==> src/cfrm_pkg.sv <==
// Constants, types and helpers shared by the configuration message responder
package cfrm_pkg;
   localparam logic [7:0] TOK_WRITE    = 8'hc0;
   localparam logic [7:0] TOK_READ     = 8'hc1;
   localparam logic [7:0] TOK_END      = 8'h01;
   localparam logic [7:0] TOK_ACK      = 8'h03;
   localparam logic [7:0] TOK_NAK      = 8'h04;
   localparam logic [7:0] NO_REPLY_LOW = 8'hff;
   localparam logic [7:0] PS_RES_TYPE  = 8'h0b;
   localparam int         PS_SHIFT     = 8;
   localparam logic [2:0] ID_LAST      = 3'h2;
   localparam logic [2:0] REG_LAST     = 3'h1;
   localparam logic [2:0] DATA_LAST    = 3'h3;
   localparam logic [2:0] STEP_HEAD    = 3'h0;
   localparam logic [2:0] STEP_LASTB   = 3'h4;
   localparam logic [2:0] STEP_END     = 3'h5;

   typedef enum logic [3:0] {
      ST_IDLE  = 4'b0000,
      ST_ID    = 4'b0001,
      ST_REGN  = 4'b0010,
      ST_DATA  = 4'b0011,
      ST_TAIL  = 4'b0100,
      ST_DRAIN = 4'b0101,
      ST_ACC   = 4'b0110,
      ST_REPLY = 4'b0111,
      ST_WAIT  = 4'b1000
   } cfrm_state_t;

   // Most significant byte arrives first, so earlier bytes shift upward
   function automatic logic [31:0] cfrm_shift_in(input logic [31:0] w, input logic [7:0] b);
      return {w[23:0], b};
   endfunction

   // Byte idx 0 is the most significant one
   function automatic logic [7:0] cfrm_byte_of(input logic [31:0] w, input logic [1:0] idx);
      logic [31:0] s;
      s = w << {idx, 3'b000};
      return s[31:24];
   endfunction

   function automatic logic [31:0] cfrm_ps_res_id(input logic [15:0] num);
      return ({16'h0000, num} << PS_SHIFT) | {24'h000000, PS_RES_TYPE};
   endfunction
endpackage

==> src/cfrm_reply_if.sv <==
// Carrier between the request parser and the reply sender
`timescale 1ns/1ps
interface cfrm_reply_if;
   logic        start;
   logic        okay;
   logic        withData;
   logic [31:0] data;
   logic [23:0] dest;
   logic        busy;
   modport req  (output start, output okay, output withData, output data, output dest,
                 input busy);
   modport xmit (input start, input okay, input withData, input data, input dest,
                 output busy);
endinterface

==> src/cfrm_reply_tx.sv <==
// Reply sender: status token, optional data word, closing token
`timescale 1ns/1ps
module cfrm_reply_tx (
   input  wire logic     clk_sys,
   input  wire logic     sys_rst,
   cfrm_reply_if.xmit    rep,
   output logic          txValid,
   output logic          txCtrl,
   output logic [7:0]    txData,
   output logic [23:0]   txDest,
   input  wire logic     txReady
);
   import cfrm_pkg::*;

   typedef struct packed {
      logic        busy;
      logic [2:0]  step;
      logic        valid;
      logic        ctrl;
      logic [7:0]  data;
      logic [23:0] dest;
      logic        withWord;
      logic [31:0] word;
   } cfrm_tx_t;

   cfrm_tx_t q;
   cfrm_tx_t d;

   always_comb begin
      d = q;
      if (!q.busy && rep.start) begin
         d.busy     = 1'b1;
         d.step     = STEP_HEAD;
         d.valid    = 1'b1;
         d.ctrl     = 1'b1;
         d.data     = rep.okay ? TOK_ACK : TOK_NAK;
         d.dest     = rep.dest;
         d.withWord = rep.okay && rep.withData;
         d.word     = rep.data;
      end else if (q.valid && txReady) begin
         if (q.step == STEP_END) begin
            d.valid = 1'b0;
            d.busy  = 1'b0;
         end else if ((q.step == STEP_HEAD && !q.withWord) || q.step == STEP_LASTB) begin
            d.step = STEP_END;
            d.ctrl = 1'b1;
            d.data = TOK_END;
         end else begin
            d.step = q.step + 3'h1;
            d.ctrl = 1'b0;
            d.data = cfrm_byte_of(q.word, q.step[1:0]);
         end
      end
   end

   always_ff @(posedge clk_sys or posedge sys_rst) begin
      if (sys_rst) begin
         q <= '0;
      end else begin
         q <= d;
      end
   end

   assign rep.busy = q.busy;
   assign txValid  = q.valid;
   assign txCtrl   = q.ctrl;
   assign txData   = q.data;
   assign txDest   = q.dest;
endmodule

==> src/cfrm_responder.sv <==
// Configuration register message responder: parses requests, runs the access, replies
`timescale 1ns/1ps

// Summary of operation
// - A write request is token 192, a 3-byte reply id, a 2-byte register number, 4 data bytes, token 1.
// - A write is answered with tokens 3 then 1 on success, or tokens 4 then 1 on failure.
// - A read request is token 192+1, a 3-byte reply id, a 2-byte register number and token 1.
// - A read is answered with token 3, four data bytes and token 1, or tokens 4 then 1.
// - The reply id is the top 24 bits of the reply channel-end, node plus channel number.
// - A write whose reply id has its low byte all ones gets no reply at all.
// - Every multi-byte field travels most significant byte first.
// - A status register resource id is the register number shifted left 8 and ORed with 0x0b.
module cfrm_responder (
   input  wire logic        clk_sys,
   input  wire logic        sys_rst,
   input  wire logic        rxValid,
   input  wire logic        rxCtrl,
   input  wire logic [7:0]  rxData,
   output logic             rxReady,
   output logic             txValid,
   output logic             txCtrl,
   output logic [7:0]       txData,
   output logic [23:0]      txDest,
   input  wire logic        txReady,
   output logic             regReq,
   output logic             regWrite,
   output logic [15:0]      regAddr,
   output logic [31:0]      regWdata,
   output logic [31:0]      regResId,
   input  wire logic        regAck,
   input  wire logic        regErr,
   input  wire logic [31:0] regRdata
);
   import cfrm_pkg::*;

   typedef struct packed {
      cfrm_state_t st;
      logic [2:0]  cnt;
      logic        isWrite;
      logic        idDone;
      logic [23:0] dest;
      logic [15:0] regNum;
      logic [31:0] wdata;
      logic        rxReady;
      logic        regReq;
      logic [31:0] resId;
      logic        start;
      logic        okay;
      logic [31:0] rdata;
   } cfrm_rsp_t;

   cfrm_rsp_t   q;
   cfrm_rsp_t   d;
   logic        rxFire;
   logic        isEnd;
   logic        tokWrite;
   logic        tokRead;
   logic        bodyBad;
   logic [31:0] destIn;
   logic [31:0] regIn;

   cfrm_reply_if rep ();

   // One decode for every control-token test on the incoming link
   function automatic logic cfrm_tok_is(input logic c, input logic [7:0] v, input logic [7:0] t);
      return c && v == t;
   endfunction

   // Parser states that take tokens; replies never overlap requests
   function automatic logic cfrm_parsing(input cfrm_state_t s);
      case (s)
         ST_IDLE, ST_ID, ST_REGN, ST_DATA, ST_TAIL, ST_DRAIN: begin
            return 1'b1;
         end
         default: begin
            return 1'b0;
         end
      endcase
   endfunction

   assign rxFire   = rxValid && q.rxReady;
   assign isEnd    = cfrm_tok_is(rxCtrl, rxData, TOK_END);
   assign tokWrite = cfrm_tok_is(rxCtrl, rxData, TOK_WRITE);
   assign tokRead  = cfrm_tok_is(rxCtrl, rxData, TOK_READ);
   // Inside a body a control token is legal only as the closing one in the tail
   assign bodyBad  = rxFire && rxCtrl && !(q.st == ST_TAIL && isEnd);
   // Shift paths for fields that arrive most significant byte first
   assign destIn   = cfrm_shift_in({8'h00, q.dest}, rxData);
   assign regIn    = cfrm_shift_in({16'h0000, q.regNum}, rxData);

   always_comb begin
      d = q;
      case (q.st)
         ST_IDLE: begin
            if (rxFire) begin
               d.cnt    = 3'h0;
               d.idDone = 1'b0;
               d.okay   = 1'b1;
               if (tokWrite) begin
                  d.isWrite = 1'b1;
                  d.st      = ST_ID;
               end else if (tokRead) begin
                  d.isWrite = 1'b0;
                  d.st      = ST_ID;
               end else if (!isEnd) begin
                  // Stray traffic: no reply id known, so swallow it silently
                  d.st = ST_DRAIN;
               end
            end
         end

         ST_ID, ST_REGN, ST_DATA, ST_TAIL: begin
            if (bodyBad) begin
               // Malformed body: fail once the closing token shows up
               d.okay = 1'b0;
               d.st   = isEnd ? (q.idDone ? ST_REPLY : ST_IDLE) : ST_DRAIN;
            end else if (rxFire && q.st == ST_ID) begin
               d.dest = destIn[23:0];
               d.cnt  = q.cnt + 3'h1;
               if (q.cnt == ID_LAST) begin
                  d.idDone = 1'b1;
                  d.cnt    = 3'h0;
                  d.st     = ST_REGN;
               end
            end else if (rxFire && q.st == ST_REGN) begin
               d.regNum = regIn[15:0];
               d.cnt    = q.cnt + 3'h1;
               if (q.cnt == REG_LAST) begin
                  d.cnt = 3'h0;
                  d.st  = q.isWrite ? ST_DATA : ST_TAIL;
               end
            end else if (rxFire && q.st == ST_DATA) begin
               d.wdata = cfrm_shift_in(q.wdata, rxData);
               d.cnt   = q.cnt + 3'h1;
               if (q.cnt == DATA_LAST) begin
                  d.st = ST_TAIL;
               end
            end else if (rxFire && q.st == ST_TAIL) begin
               if (isEnd) begin
                  d.regReq = 1'b1;
                  d.resId  = cfrm_ps_res_id(q.regNum);
                  d.st     = ST_ACC;
               end else begin
                  d.okay = 1'b0;
                  d.st   = ST_DRAIN;
               end
            end
         end

         ST_DRAIN: begin
            if (rxFire && isEnd) begin
               d.st = (q.idDone && !q.okay) ? ST_REPLY : ST_IDLE;
            end
         end

         ST_ACC: begin
            // Bank holds regAck until it has decided; regErr marks absent or read-only
            if (regAck) begin
               d.regReq = 1'b0;
               d.okay   = !regErr;
               d.rdata  = regRdata;
               d.st     = ST_REPLY;
            end
         end

         ST_REPLY: begin
            // Suppression covers writes only; a read always answers
            if (q.isWrite && q.dest[7:0] == NO_REPLY_LOW) begin
               d.st = ST_IDLE;
            end else if (!rep.busy) begin
               d.start = 1'b1;
               d.st    = ST_WAIT;
            end
         end

         ST_WAIT: begin
            d.start = 1'b0;
            if (!q.start && !rep.busy) begin
               d.st = ST_IDLE;
            end
         end

         default: begin
            d.st = ST_IDLE;
         end
      endcase
      d.rxReady = cfrm_parsing(d.st);
   end

   // Reset leaves the parser open for the first token
   always_ff @(posedge clk_sys or posedge sys_rst) begin
      if (sys_rst) begin
         q         <= '0;
         q.st      <= ST_IDLE;
         q.rxReady <= 1'b1;
      end else begin
         q <= d;
      end
   end

   assign rep.start    = q.start;
   assign rep.okay     = q.okay;
   assign rep.withData = !q.isWrite;
   assign rep.data     = q.rdata;
   assign rep.dest     = q.dest;

   // Sender runs apart, so a stalled far end only parks the parser in ST_WAIT
   cfrm_reply_tx u_tx (
      .clk_sys (clk_sys),
      .sys_rst (sys_rst),
      .rep     (rep.xmit),
      .txValid (txValid),
      .txCtrl  (txCtrl),
      .txData  (txData),
      .txDest  (txDest),
      .txReady (txReady)
   );

   assign rxReady  = q.rxReady;
   assign regReq   = q.regReq;
   assign regWrite = q.isWrite;
   assign regAddr  = q.regNum;
   assign regWdata = q.wdata;
   assign regResId = q.resId;
endmodule

==> config.mk <==
export PLATFORM = sky130hd
export DESIGN_NAME = cfrm_responder
export DESIGN_NICKNAME = d
export VERILOG_FILES = /design/src/cfrm_pkg.sv /design/src/cfrm_reply_if.sv /design/src/cfrm_reply_tx.sv /design/src/cfrm_responder.sv
export SDC_FILE = /design/constraint.sdc
export NUM_CORES = 1
export LEC_CHECK = 0
export BUFFER_PORTS_ARGS = -buffer_cell sky130_fd_sc_hd__buf_2
export CAP_MARGIN = 5
export CORE_MARGIN = 8
export CORE_UTILIZATION = 50
export DETAILED_ROUTE_END_ITERATION = 8
export GPL_ROUTABILITY_DRIVEN = 0
export PLACE_DENSITY_LB_ADDON = 0.05
export SYNTH_ARGS = -nofsm -noshare
export SYNTH_HDL_FRONTEND = slang
export SYNTH_HIERARCHICAL = 1
export SYNTH_SLANG_ARGS = --single-unit
==> constraint.sdc <==
create_clock -name clk_sys -period 5.2 [get_ports clk_sys]
set_clock_uncertainty 0.15 [all_clocks]
set_input_delay 0.52 -clock clk_sys [delete_from_list [all_inputs] [get_ports clk_sys]]
set_output_delay 0.52 -clock clk_sys [all_outputs]
set_load 0.02 [all_outputs]
### Yosys cells after proc, flatten, opt, wreduce, memory -nomap -nowiden

Index checks and enable logic that the tools add are counted.

| word-level totals | value |
|---|---|
| register bits | 207 |
| input bits | 47 |
| output and inout bits | 117 |
| logic and storage cells | 186 |

| cells by class | value |
|---|---|
| $add $sub $neg | 2 |
| equality and inequality tests | 41 |
| shifts and indexed selects | 1 |
| mux-type cells | 65 |
| bitwise operators | 4 |
| reduce and logical (&&, ||, !) cells | 52 |

Operators with widths:

| kind | number |
|---|---|
| 33-bit two-way mux | 7 |
| 73-bit two-way mux | 1 |
| 32-bit two-way mux | 2 |
| 4-bit two-way mux | 12 |
| 48-bit two-way mux | 1 |
| 32-bit by 5-bit left shift with 32-bit output | 1 |
| 14-bit two-way mux | 2 |
| 7-bit two-way mux | 4 |
| 3-bit two-way mux | 9 |
| 9-bit two-way mux | 3 |
| 25-bit two-way mux | 1 |
| 4-bit by 3-bit equality test with 1-bit output (second input constant) | 6 |
| 8-bit equality test (second input constant) | 3 |
| 2-bit inequality test (second input constant) | 12 |
| 4-bit case mux with 6 select lines | 1 |
| 1-bit logical AND | 19 |
| 4-bit by 2-bit equality test with 1-bit output (second input constant) | 4 |
| 16-bit two-way mux | 1 |
| 8-bit AND reduction | 2 |
| 1-bit two-way mux | 15 |
| 3-bit inequality test (second input constant) | 5 |
| 2-bit nonzero test | 6 |
| 5-bit AND reduction | 2 |
| 3-bit AND reduction | 3 |
| 24 further kinds | 43 |

### Depth between registers and ports, before layout

Gate-level depths: netlist of run 1.

| depth | value |
|---|---|
| depth after elaboration | 12 |
| gate-level depth with buffers | 8 |
| depth with buffers taken out | 7 |

### By module

Netlist of run 1, hierarchy kept.

By module, submodules not included:

| module | times used | cells an instance | area each (um2) | sequential area each (um2) |
|---|---|---|---|---|
| cfrm_responder | 1 | 520 | 6267.3 | 3354.5 |
| cfrm_reply_tx | 1 | 342 | 3188.1 | 1751.7 |

### Worst setup path after synthesis of run 1

Ideal clock, no wire load.

| path | value |
|---|---|
| path type | input to register |
| from | in rxData[1] |
| to | reg q, in the netlist regResId[10] |
| setup time | 0.116 ns |
| arrival | 2.174 ns |
| data required time | 4.934 ns |
| slack | 2.759 ns |
| stages | 7 |
| buffers on the path | 2 |
| cell sequence | or4_4 > or3_4 > or3_1 > buf_6 > buf_6 > nand2_1 > nand2_1 |

| on the way | value |
|---|---|
| cells in the longest elaborated chain, start to end | 7 |

Ends and longest elaborated chain:

| item | RTL line | text |
|---|---|---|
| start: declaration | cfrm_responder.sv:18 | `input wire logic [7:0] rxData,` |
| 8-bit by 1-bit equality test with 1-bit output * | cfrm_responder.sv:66 | `return c && v == t;` |
| 1-bit logical AND * | cfrm_responder.sv:66 |  |
| 1-bit logical AND | cfrm_responder.sv:86 | `assign bodyBad = rxFire && rxCtrl && !(q.st == ST_TAIL && isEnd);` |
| 1-bit zero test | cfrm_responder.sv:86 |  |
| 1-bit logical AND | cfrm_responder.sv:86 |  |
| 1-bit NOT (no source line) | - |  |
| 7-bit AND reduction (no source line) * | - |  |
| end: declaration | cfrm_responder.sv:52 | `cfrm_rsp_t q;` |

Mark *: on every way between the ends. The rest lies on a longest branch, timed or not.
A chain may end at the register's enable or synchronous reset.

==> impl_metrics.ini, run 1 <==
[detailed_routing]
vias = 6050
drt_iter0_markers = 412
postRouteAntennaNets = 0
drcViolationCount = 0
dr.pass1.iters = 5
vias_per_cell = 5.23
wirelength_mm = 20.6
wire_per_inst_um = 17.8

[clock_tree]
cts_buffers = 23
cts.sinks = 204
cts_tree = yes
clockRootBuffer = clkbuf_16
post_cts_buffers = 0
hold_buffers = 0
clk_pin_slew_ns = 0.06
cts_buffer_depth = 3
clkLatencyLatePin_ns = 0.51
h-tree-depth = 1
cts_resized = 0

[cells_and_area]
fin_area_um2 = 10300
area_growth_pct = 9.36
multi_input_area_um2 = 3330
postLayoutCoreUtil = 0.555
register_area_um2 = 5110
final_cells = 1156
mostFrequentLayoutCell = nand2_1
num_antenna_cells = 0
drive_gt1_frac = 0.354
layout_common_cells = nand2_1 (237), dfrtp_1 (203), buf_2 (150)
fillCellCount = 1643
nets = 959

[critical_path]
r2r_start = q[146]
end_kind = register
reg2reg_slack_ns = 2.17
arrival_ns = 3.23
critPathTopFamily = simple AND/OR/NAND/NOR gates
critPathSlowestCell = nor4_4
crit_fanout = 24
path_cells = or4b_4 > nor4_4 > nor2_1 > a211oi_1 > o2111ai_1
critPathRequiredTime_ns = 5.40
rr_worst_depth = 5
r2r_end = q[145]
worst_setup_path_start_kind = register
path_class = reg -> reg
critPathMaxStageDelay_ns = 0.92
path_buf_inv = 0

[yosys]
yosysWarnings = 6
synth-edff-count = 0
seq_area_frac_synth = 0.540
synthCells = 862
ys_ff_latch = 204
async_flop_share = 1.00
syn-cell-area_um2 = 9460
synth-main-ff-cell = dfrtp_1
netlist-cell-type-count = 66
syn_avg_cell_area_um2 = 11.0

[sta]
relSlewSlack = 0.287
period_needed_ns = 3.03
rsz0062_at_grt = false
tightestPinTransition_ns = 1.07
whs_ns = -0.0117
finalSetupViolCount = 0
period_share = 0.582
fin_setup_tns_ns = 0
slew_violations = 0
finalHoldViolations = 17
max_freq_mhz = 330

[place]
dp_hpwl_mm = 14.5
place_inst = 1114
port_buffers = 150
place_area_um2 = 9580

[die]
die_w_um = 154
die_area_um2 = 23600
rows = 50
dieHeight_um = 154
floorplan.initialDensity = 0.507
pin_count = 164
core_area_um2 = 18600

[power_and_ir_drop]
netSwitchingFraction = 0.329
ir_worst_vdd_mv = 0.269
pwr-share-seq = 0.459
switchingPower_mw = 1.79
clockPowerShare = 0.286
combPwrFrac = 0.255
intPower_mw = 3.66
p_per_area_nw_per_um2 = 528
leakagePower_nw = 5.52

[grt]
grt_pass1_vias = 6330
gr-usage-met2 = 0.289
grt_util_met1 = 0.224
grt_pass1_wl_mm = 33.8
use_met3 = 0.0401
grtUsageTotal = 0.174
antenna_found_initial = 2
top_usage_layer = met2
grt.overflow.total = 0
grt_max_degree = 76

[job]
cap_violations = 0

[run_status]
violations = negative hold slack
status = finished, violations left

[min_path]
worstHoldPathType = in -> async
metal layers:
layer  routed length, um  vias to the layer above
met1                8880                     2971
met2                9930                      182
met4                 428                        4
met5                  23                        -
met3                1360                       40
li1                    -                     2853
power by group through the flow:
stage	Combinational [mW]	Clock (mW)	Sequential, mW
floorplan	1.32	0	2.31
global placement	1.36	0	2.51
detailed placement	1.40	0	2.53
CTS	1.41	1.61	2.51
global route	1.55	1.68	2.58
finish	1.39	1.56	2.50
cell type report:
type	instances	share of cell area
Sequential cell	204	0.494
Inverter	13	0.00520
Clock inverter	7	0.00448
Timing Repair Buffer	157	0.0777
Clock buffer	35	0.0687
Multi-Input combinational cell	506	0.322
Tap cell	234	0.0283
synthesized netlist by cell type, types with 2 or more instances:
cell | number | share of area
o22a_1 | 2 | 0.0019
and3_1 | 2 | 0.0013
a211oi_1 | 4 | 0.0032
a32o_1 | 5 | 0.0053
o211ai_1 | 3 | 0.0024
inv_1 | 12 | 0.0048
buf_2 | 16 | 0.0085
mux2_2 | 104 | 0.12
nand4b_1 | 2 | 0.0019
nand3_1 | 4 | 0.0021
a31oi_1 | 2 | 0.0013
o21ai_0 | 11 | 0.0058
o2111ai_1 | 2 | 0.0019
nor4b_1 | 2 | 0.0019
dfrtp_1 | 203 | 0.54
nor2_1 | 18 | 0.0071
clkbuf_1 | 18 | 0.0071
nand2_1 | 237 | 0.094
ha_1 | 7 | 0.0093
a211o_1 | 3 | 0.0028
or3_1 | 3 | 0.0020
nor4bb_1 | 2 | 0.0021
buf_6 | 3 | 0.0036
a21oi_1 | 13 | 0.0069
nand2b_1 | 8 | 0.0053
buf_4 | 113 | 0.090
a21o_1 | 2 | 0.0016
mux2i_1 | 3 | 0.0032
o22ai_1 | 2 | 0.0013
mux4_2 | 8 | 0.019
nor3_1 | 9 | 0.0048
nor4_1 | 3 | 0.0020
nand4_1 | 2 | 0.0013
o21a_1 | 2 | 0.0016
how the worst max path moves through the flow:
| stage | from | end | slack [ns] | cells after the start |
|---|---|---|---|---|
| 2_1_floorplan | sys_rst | q[140] | 0.95 | 1 |
| 3_3_place_gp | q[145] | q[145] | 2.33 | 5 |
| 3_5_place_dp | q[145] | q[145] | 2.25 | 5 |
| 4_1_cts | q[145] | q[145] | 2.23 | 5 |
| 5_1_grt | q[145] | q[145] | 1.94 | 5 |
| 6_report | q[146] | q[145] | 2.17 | 5 |
cell families (layout without fill, tap and decap cells):
group,count (synthesis),after routing,share of synthesized area
buffers and inverters,164,212,0.114
and+or+nand+nor,307,307,0.141
AOI/OAI and AO/OA,63,63,0.0475
adders and majority gates,7,7,0.00926
other,1,13,0.000397
muxes,116,116,0.147
DFF,204,204,0.540
sequential cells by signal (all words and copies together), names as in the netlist:
signal,count
regReq,1
u_tx/txCtrl,1
regAddr,16
rep.okay,1
u_tx/txData,8
u_tx/rep.busy,1
regWrite,1
rep.dest,24
rep.data,32
q,8
u_tx/q,36
u_tx/txDest,24
regWdata,32
rxReady,1
rep.start,1
regResId,17
stage by stage:
step | total power [mW] | setup slack [ns] | hold slack [ns]
final | 5.45 | 2.17 | -0.0117
after global routing | 5.80 | 1.94 | 0.0314
after CTS | 5.53 | 2.23 | 0.00370
after detailed placement | 3.93 | 2.25 | 0.301
after global placement | 3.86 | 2.33 | 0.296
after floorplan | 3.63 | 0.949 | 0.283
No activity file was read; power rests on OpenSTA's default activity.
==> run 2: changes to the inputs <==
clock period = 2.8 ns   (was 5.2 ns; I/O delays follow)
==> run 2 against run 1 <==
The flow now finishes without violations. Sequential power up 81%. Utilization increased by 3.1 points. Die area unchanged. Largest cell class unchanged.
==> impl_metrics.ini, run 2 (same netlist as run 1, synthesis figures left out) <==
[run_status]
status = completed

[die]
die_w_um = 154
die_area_um2 = 23600
dieHeight_um = 154
floorplan.initialDensity = 0.507
pin_count = 164
rows = 50
core_area_um2 = 18600

[detailed_routing]
wirelength_mm = 20.8
vias_per_cell = 5.15
drcViolationCount = 0
drt_iter0_markers = 400
postRouteAntennaNets = 0
vias = 6232
dr.pass1.iters = 5
wire_per_inst_um = 17.2

[place]
port_buffers = 150
place_inst = 1128
dp_hpwl_mm = 14.6

[cells_and_area]
register_area_um2 = 5110
fillCellCount = 1585
num_antenna_cells = 0
drive_gt1_frac = 0.346
top_register = u_tx/q
largest_reg_flops = 36
final_cells = 1210
area_growth_pct = 15.5
multi_input_area_um2 = 3330
layout_common_cells = nand2_1 (237), dfrtp_1 (203), buf_2 (150)
nets = 1013
mostFrequentLayoutCell = nand2_1

[min_path]
worstHoldPathType = in -> reg
min_to = rep.dest[5]
hold_start = rxData[5]
hold_path_depth = 2

[grt]
grtUsageTotal = 0.180
antenna_found_initial = 3
grt_pass1_vias = 6694
grt_pass1_wl_mm = 35.1
grt.overflow.total = 0
grt_max_degree = 135

[critical_path]
reg2reg_slack_ns = 0.41
critPathRequiredTime_ns = 3.03
path_class = in -> reg
r2r_start = rxReady
rr_worst_depth = 5
crit_start = rxData[1]
critPathMaxStageDelay_ns = 0.62
arrival_ns = 2.85
cpMostUsedCell = nand2_1
end_kind = register
crit_fanout = 17
r2r_end = rxReady
critPathSlowestCell = or3_1
worst_setup_path_start_kind = primary input
path_cells = dlygate4sd3_1 > buf_2 > or4_4 > or3_4 > or3_1 > nand2_1 > nand2_1

[sta]
max_freq_mhz = 381
fin_setup_tns_ns = 0
finalHoldViolations = 0
tightestPinTransition_ns = 0.842
period_share = 0.937
rsz0062_at_grt = false
finalSetupViolCount = 0
slew_violations = 0
period_needed_ns = 2.62
relSlewSlack = 0.431

[clock_tree]
cts_tree = yes
clockRootBuffer = clkbuf_16
clk_pin_slew_ns = 0.06
cts_buffer_depth = 3
h-tree-depth = 1
cts_buffers = 23
cts.sinks = 204
clkLatencyLatePin_ns = 0.51
cts_resized = 0

[power_and_ir_drop]
power_mw = 10.4
ir_worst_vdd_mv = 0.503
p_per_area_nw_per_um2 = 953
leakagePower_nw = 5.77

[job]
cap_violations = 0
[run 2: worst max-delay path by stage]
stage | endpoint | slack, ns | cells past startpoint
after floorplan | regAddr[0] | 0.51 | 5
after global placement | regResId[23] | 0.28 | 6
after detailed placement | regResId[12] | 0.21 | 6
after CTS | regResId[12] | 0.17 | 7
after global routing | regResId[12] | 0.06 | 7
final | regResId[12] | 0.18 | 7
[run 2: critical path, delay by kind of cell]
kind                   cells  cell delay (ns)
buffers and inverters      2             0.69
and+or+nand+nor            5             1.88
[run 2: per-stage QoR]
| step | cell area [um2] | worst slack, ns | hold WS [ns] | utilization |
|---|---|---|---|---|
| 2_1_floorplan | 9500 | 0.511 | 0.238 | - |
| 3_3_place_gp | 9740 | 0.282 | 0.256 | 0.522 |
| 3_5_place_dp | 9740 | 0.206 | 0.266 | 0.522 |
| 4_1_cts | 10900 | 0.170 | 0.00335 | 0.586 |
| 5_1_grt | 10900 | 0.0586 | 0.0172 | 0.586 |
| 6_report | 10900 | 0.176 | 0.0254 | 0.586 |
[run 2: timing repair]
action                                 in CTS  in global routing
endpoints found under the hold margin     213                  0
hold buffers                               40                  0
setup buffers                               0                  0
[run 2: report_power, final]
part | internal [mW] | switching (mW) | total (mW)
combinational | 1.33 | 1.49 | 2.82
clock | 1.90 | 1.16 | 3.06
sequential | 3.84 | 0.688 | 4.53
total | 7.06 | 3.34 | 10.4
[run 2: cell type report]
cell class                 instances  area share
tap                              234      0.0268
clock inverter                    10      0.0120
inverter                          13     0.00481
multi-input combinational        506       0.305
clock buffer                      32      0.0595
sequential                       204       0.468
timing repair buffer             211       0.124
[run 2: per-layer routing]
metal	global-route usage	part of all wire	vias to the layer above
met2	0.305	0.49	170
met5	0	0.0013	-
met1	0.228	0.43	3054
met4	0.0420	0.018	4
li1	-	-	2961
met3	0.0460	0.063	43
==> run 3: changes to the inputs <==
CORE_ASPECT_RATIO = 0.6   (was unset)
==> run 3 against run 2 <==
Power down 2.2%. First-iteration DRC count down 5.5%. Cell count up 0.41%. Maximum frequency up 0.61%. Combinational power up 4%. Critical endpoint is now regResId[11]. Highest routed layer is now met4.
==> impl_metrics.ini, run 3 (same netlist as run 1, synthesis figures left out) <==
[die]
die_w_um = 194
core_area_um2 = 18800
pin_count = 164
rows = 39
dieHeight_um = 123
floorplan.initialDensity = 0.503
die_area_um2 = 23700

[sta]
rsz0062_at_grt = false
finalSetupViolCount = 0
fin_setup_tns_ns = 0
relSlewSlack = 0.496
period_needed_ns = 2.61
period_share = 0.931
max_freq_mhz = 383
finalHoldViolations = 0
tightestPinTransition_ns = 0.754
whs_ns = 0.0230
slew_violations = 0

[clock_tree]
clk_pin_slew_ns = 0.06
h-tree-depth = 1
cts.sinks = 204
cts_buffer_depth = 3
post_cts_buffers = 0
clockRootBuffer = clkbuf_16
cts_tree = yes
cts_buffers = 21
clkLatencyLatePin_ns = 0.50

[detailed_routing]
wirelength_mm = 21.8
postRouteAntennaNets = 0
vias = 6276
drcViolationCount = 0
wire_per_inst_um = 18.0
dr.pass1.iters = 4
drt_iter0_markers = 378
vias_per_cell = 5.17

[critical_path]
r2r_start = q[147]
worst_setup_path_start_kind = primary input
crit_fanout = 17
path_class = in -> reg
reg2reg_slack_ns = 0.34
rr_worst_depth = 5
r2r_end = q[145]
arrival_ns = 2.84
end_kind = register
critPathRequiredTime_ns = 3.03

[min_path]
hold_path_depth = 2
worstHoldPathType = in -> reg
min_to = rep.dest[5]
hold_start = rxData[5]

[grt]
grtUsageTotal = 0.184
grt_pass1_wl_mm = 35.5
grt_max_degree = 57
grt.overflow.total = 0
grt_pass1_vias = 6409
antenna_found_initial = 0

[cells_and_area]
layout_common_cells = nand2_1 (237), dfrtp_1 (203), buf_2 (150)
largest_reg_flops = 36
fillCellCount = 1631
area_growth_pct = 14.7
top_register = u_tx/q
mostFrequentLayoutCell = nand2_1
drive_gt1_frac = 0.342
nets = 1011
num_antenna_cells = 0

[power_and_ir_drop]
ir_worst_vdd_mv = 0.447
power_mw = 10.2
leakagePower_nw = 5.72
p_per_area_nw_per_um2 = 938

[place]
port_buffers = 150
dp_hpwl_mm = 15.7

[run_status]
status = completed

[job]
cap_violations = 0
run 3: layout make-up:
| type | count | area, um2 | share of cell area |
|---|---|---|---|
| repair buffers | 211 | 1380 | 0.128 |
| well taps | 246 | 308 | 0.0284 |
| multi-input cells | 506 | 3330 | 0.307 |
| inverters | 13 | 52.6 | 0.00485 |
| clock inverters | 4 | 52.6 | 0.00485 |
| flip-flops and latches | 204 | 5110 | 0.471 |
| clock buffers | 31 | 613 | 0.0565 |
run 3: metrics by stage:
step	setup WS, ns	cells	cell area [um2]	util
after global routing	0.117	1215	10800	0.577
after detailed placement	0.255	1140	9780	0.520
after CTS	0.238	1215	10800	0.577
final	0.192	1215	10800	0.577
after global placement	0.288	1140	9780	0.520
after floorplan	0.511	874	9500	-
run 3: worst max path at each step:
stage | from | endpoint | slack (ns) | depth (start not counted)
final | rxData[1] | regResId[11] | 0.19 | 7
after global routing | q[147] | q[145] | 0.12 | 5
after CTS | rxData[1] | regResId[11] | 0.24 | 7
after detailed placement | rxData[1] | regResId[11] | 0.25 | 6
after global placement | rxData[1] | regResId[23] | 0.29 | 6
after floorplan | rxReady | regAddr[0] | 0.51 | 5
run 3: per-layer routing:
layer  vias to the layer above  wire length [um]  global-route usage
li1                       2955                 -                   -
met1                      3128             11100               0.277
met2                       167              9170               0.264
met3                        26              1240              0.0471
met4                         0               344              0.0364
met5                         -                 0                   0
run 3: worst max-delay path, cell delays in order:
cell and delay, ns:
dlygate4sd3_1 0.52, buf_2 0.16, or4_4 0.60, or3_4 0.44, or3_1 0.60, nand2_1 0.16, nand2_1 0.07
run 3: power breakdown:
| part | leakage [nW] | switching [mW] | total, mW | internal (mW) |
|---|---|---|---|---|
| sequential | 2.70 | 0.689 | 4.53 | 3.84 |
| clock | 0.328 | 1.11 | 2.71 | 1.60 |
| combinational | 2.69 | 1.59 | 2.93 | 1.34 |
| total | 5.72 | 3.39 | 10.2 | 6.78 |
run 3: timing repair:
item                                   CTS  global route
hold buffers                            40             0
gates resized for setup                  0             0
endpoints found under the hold margin  151             0
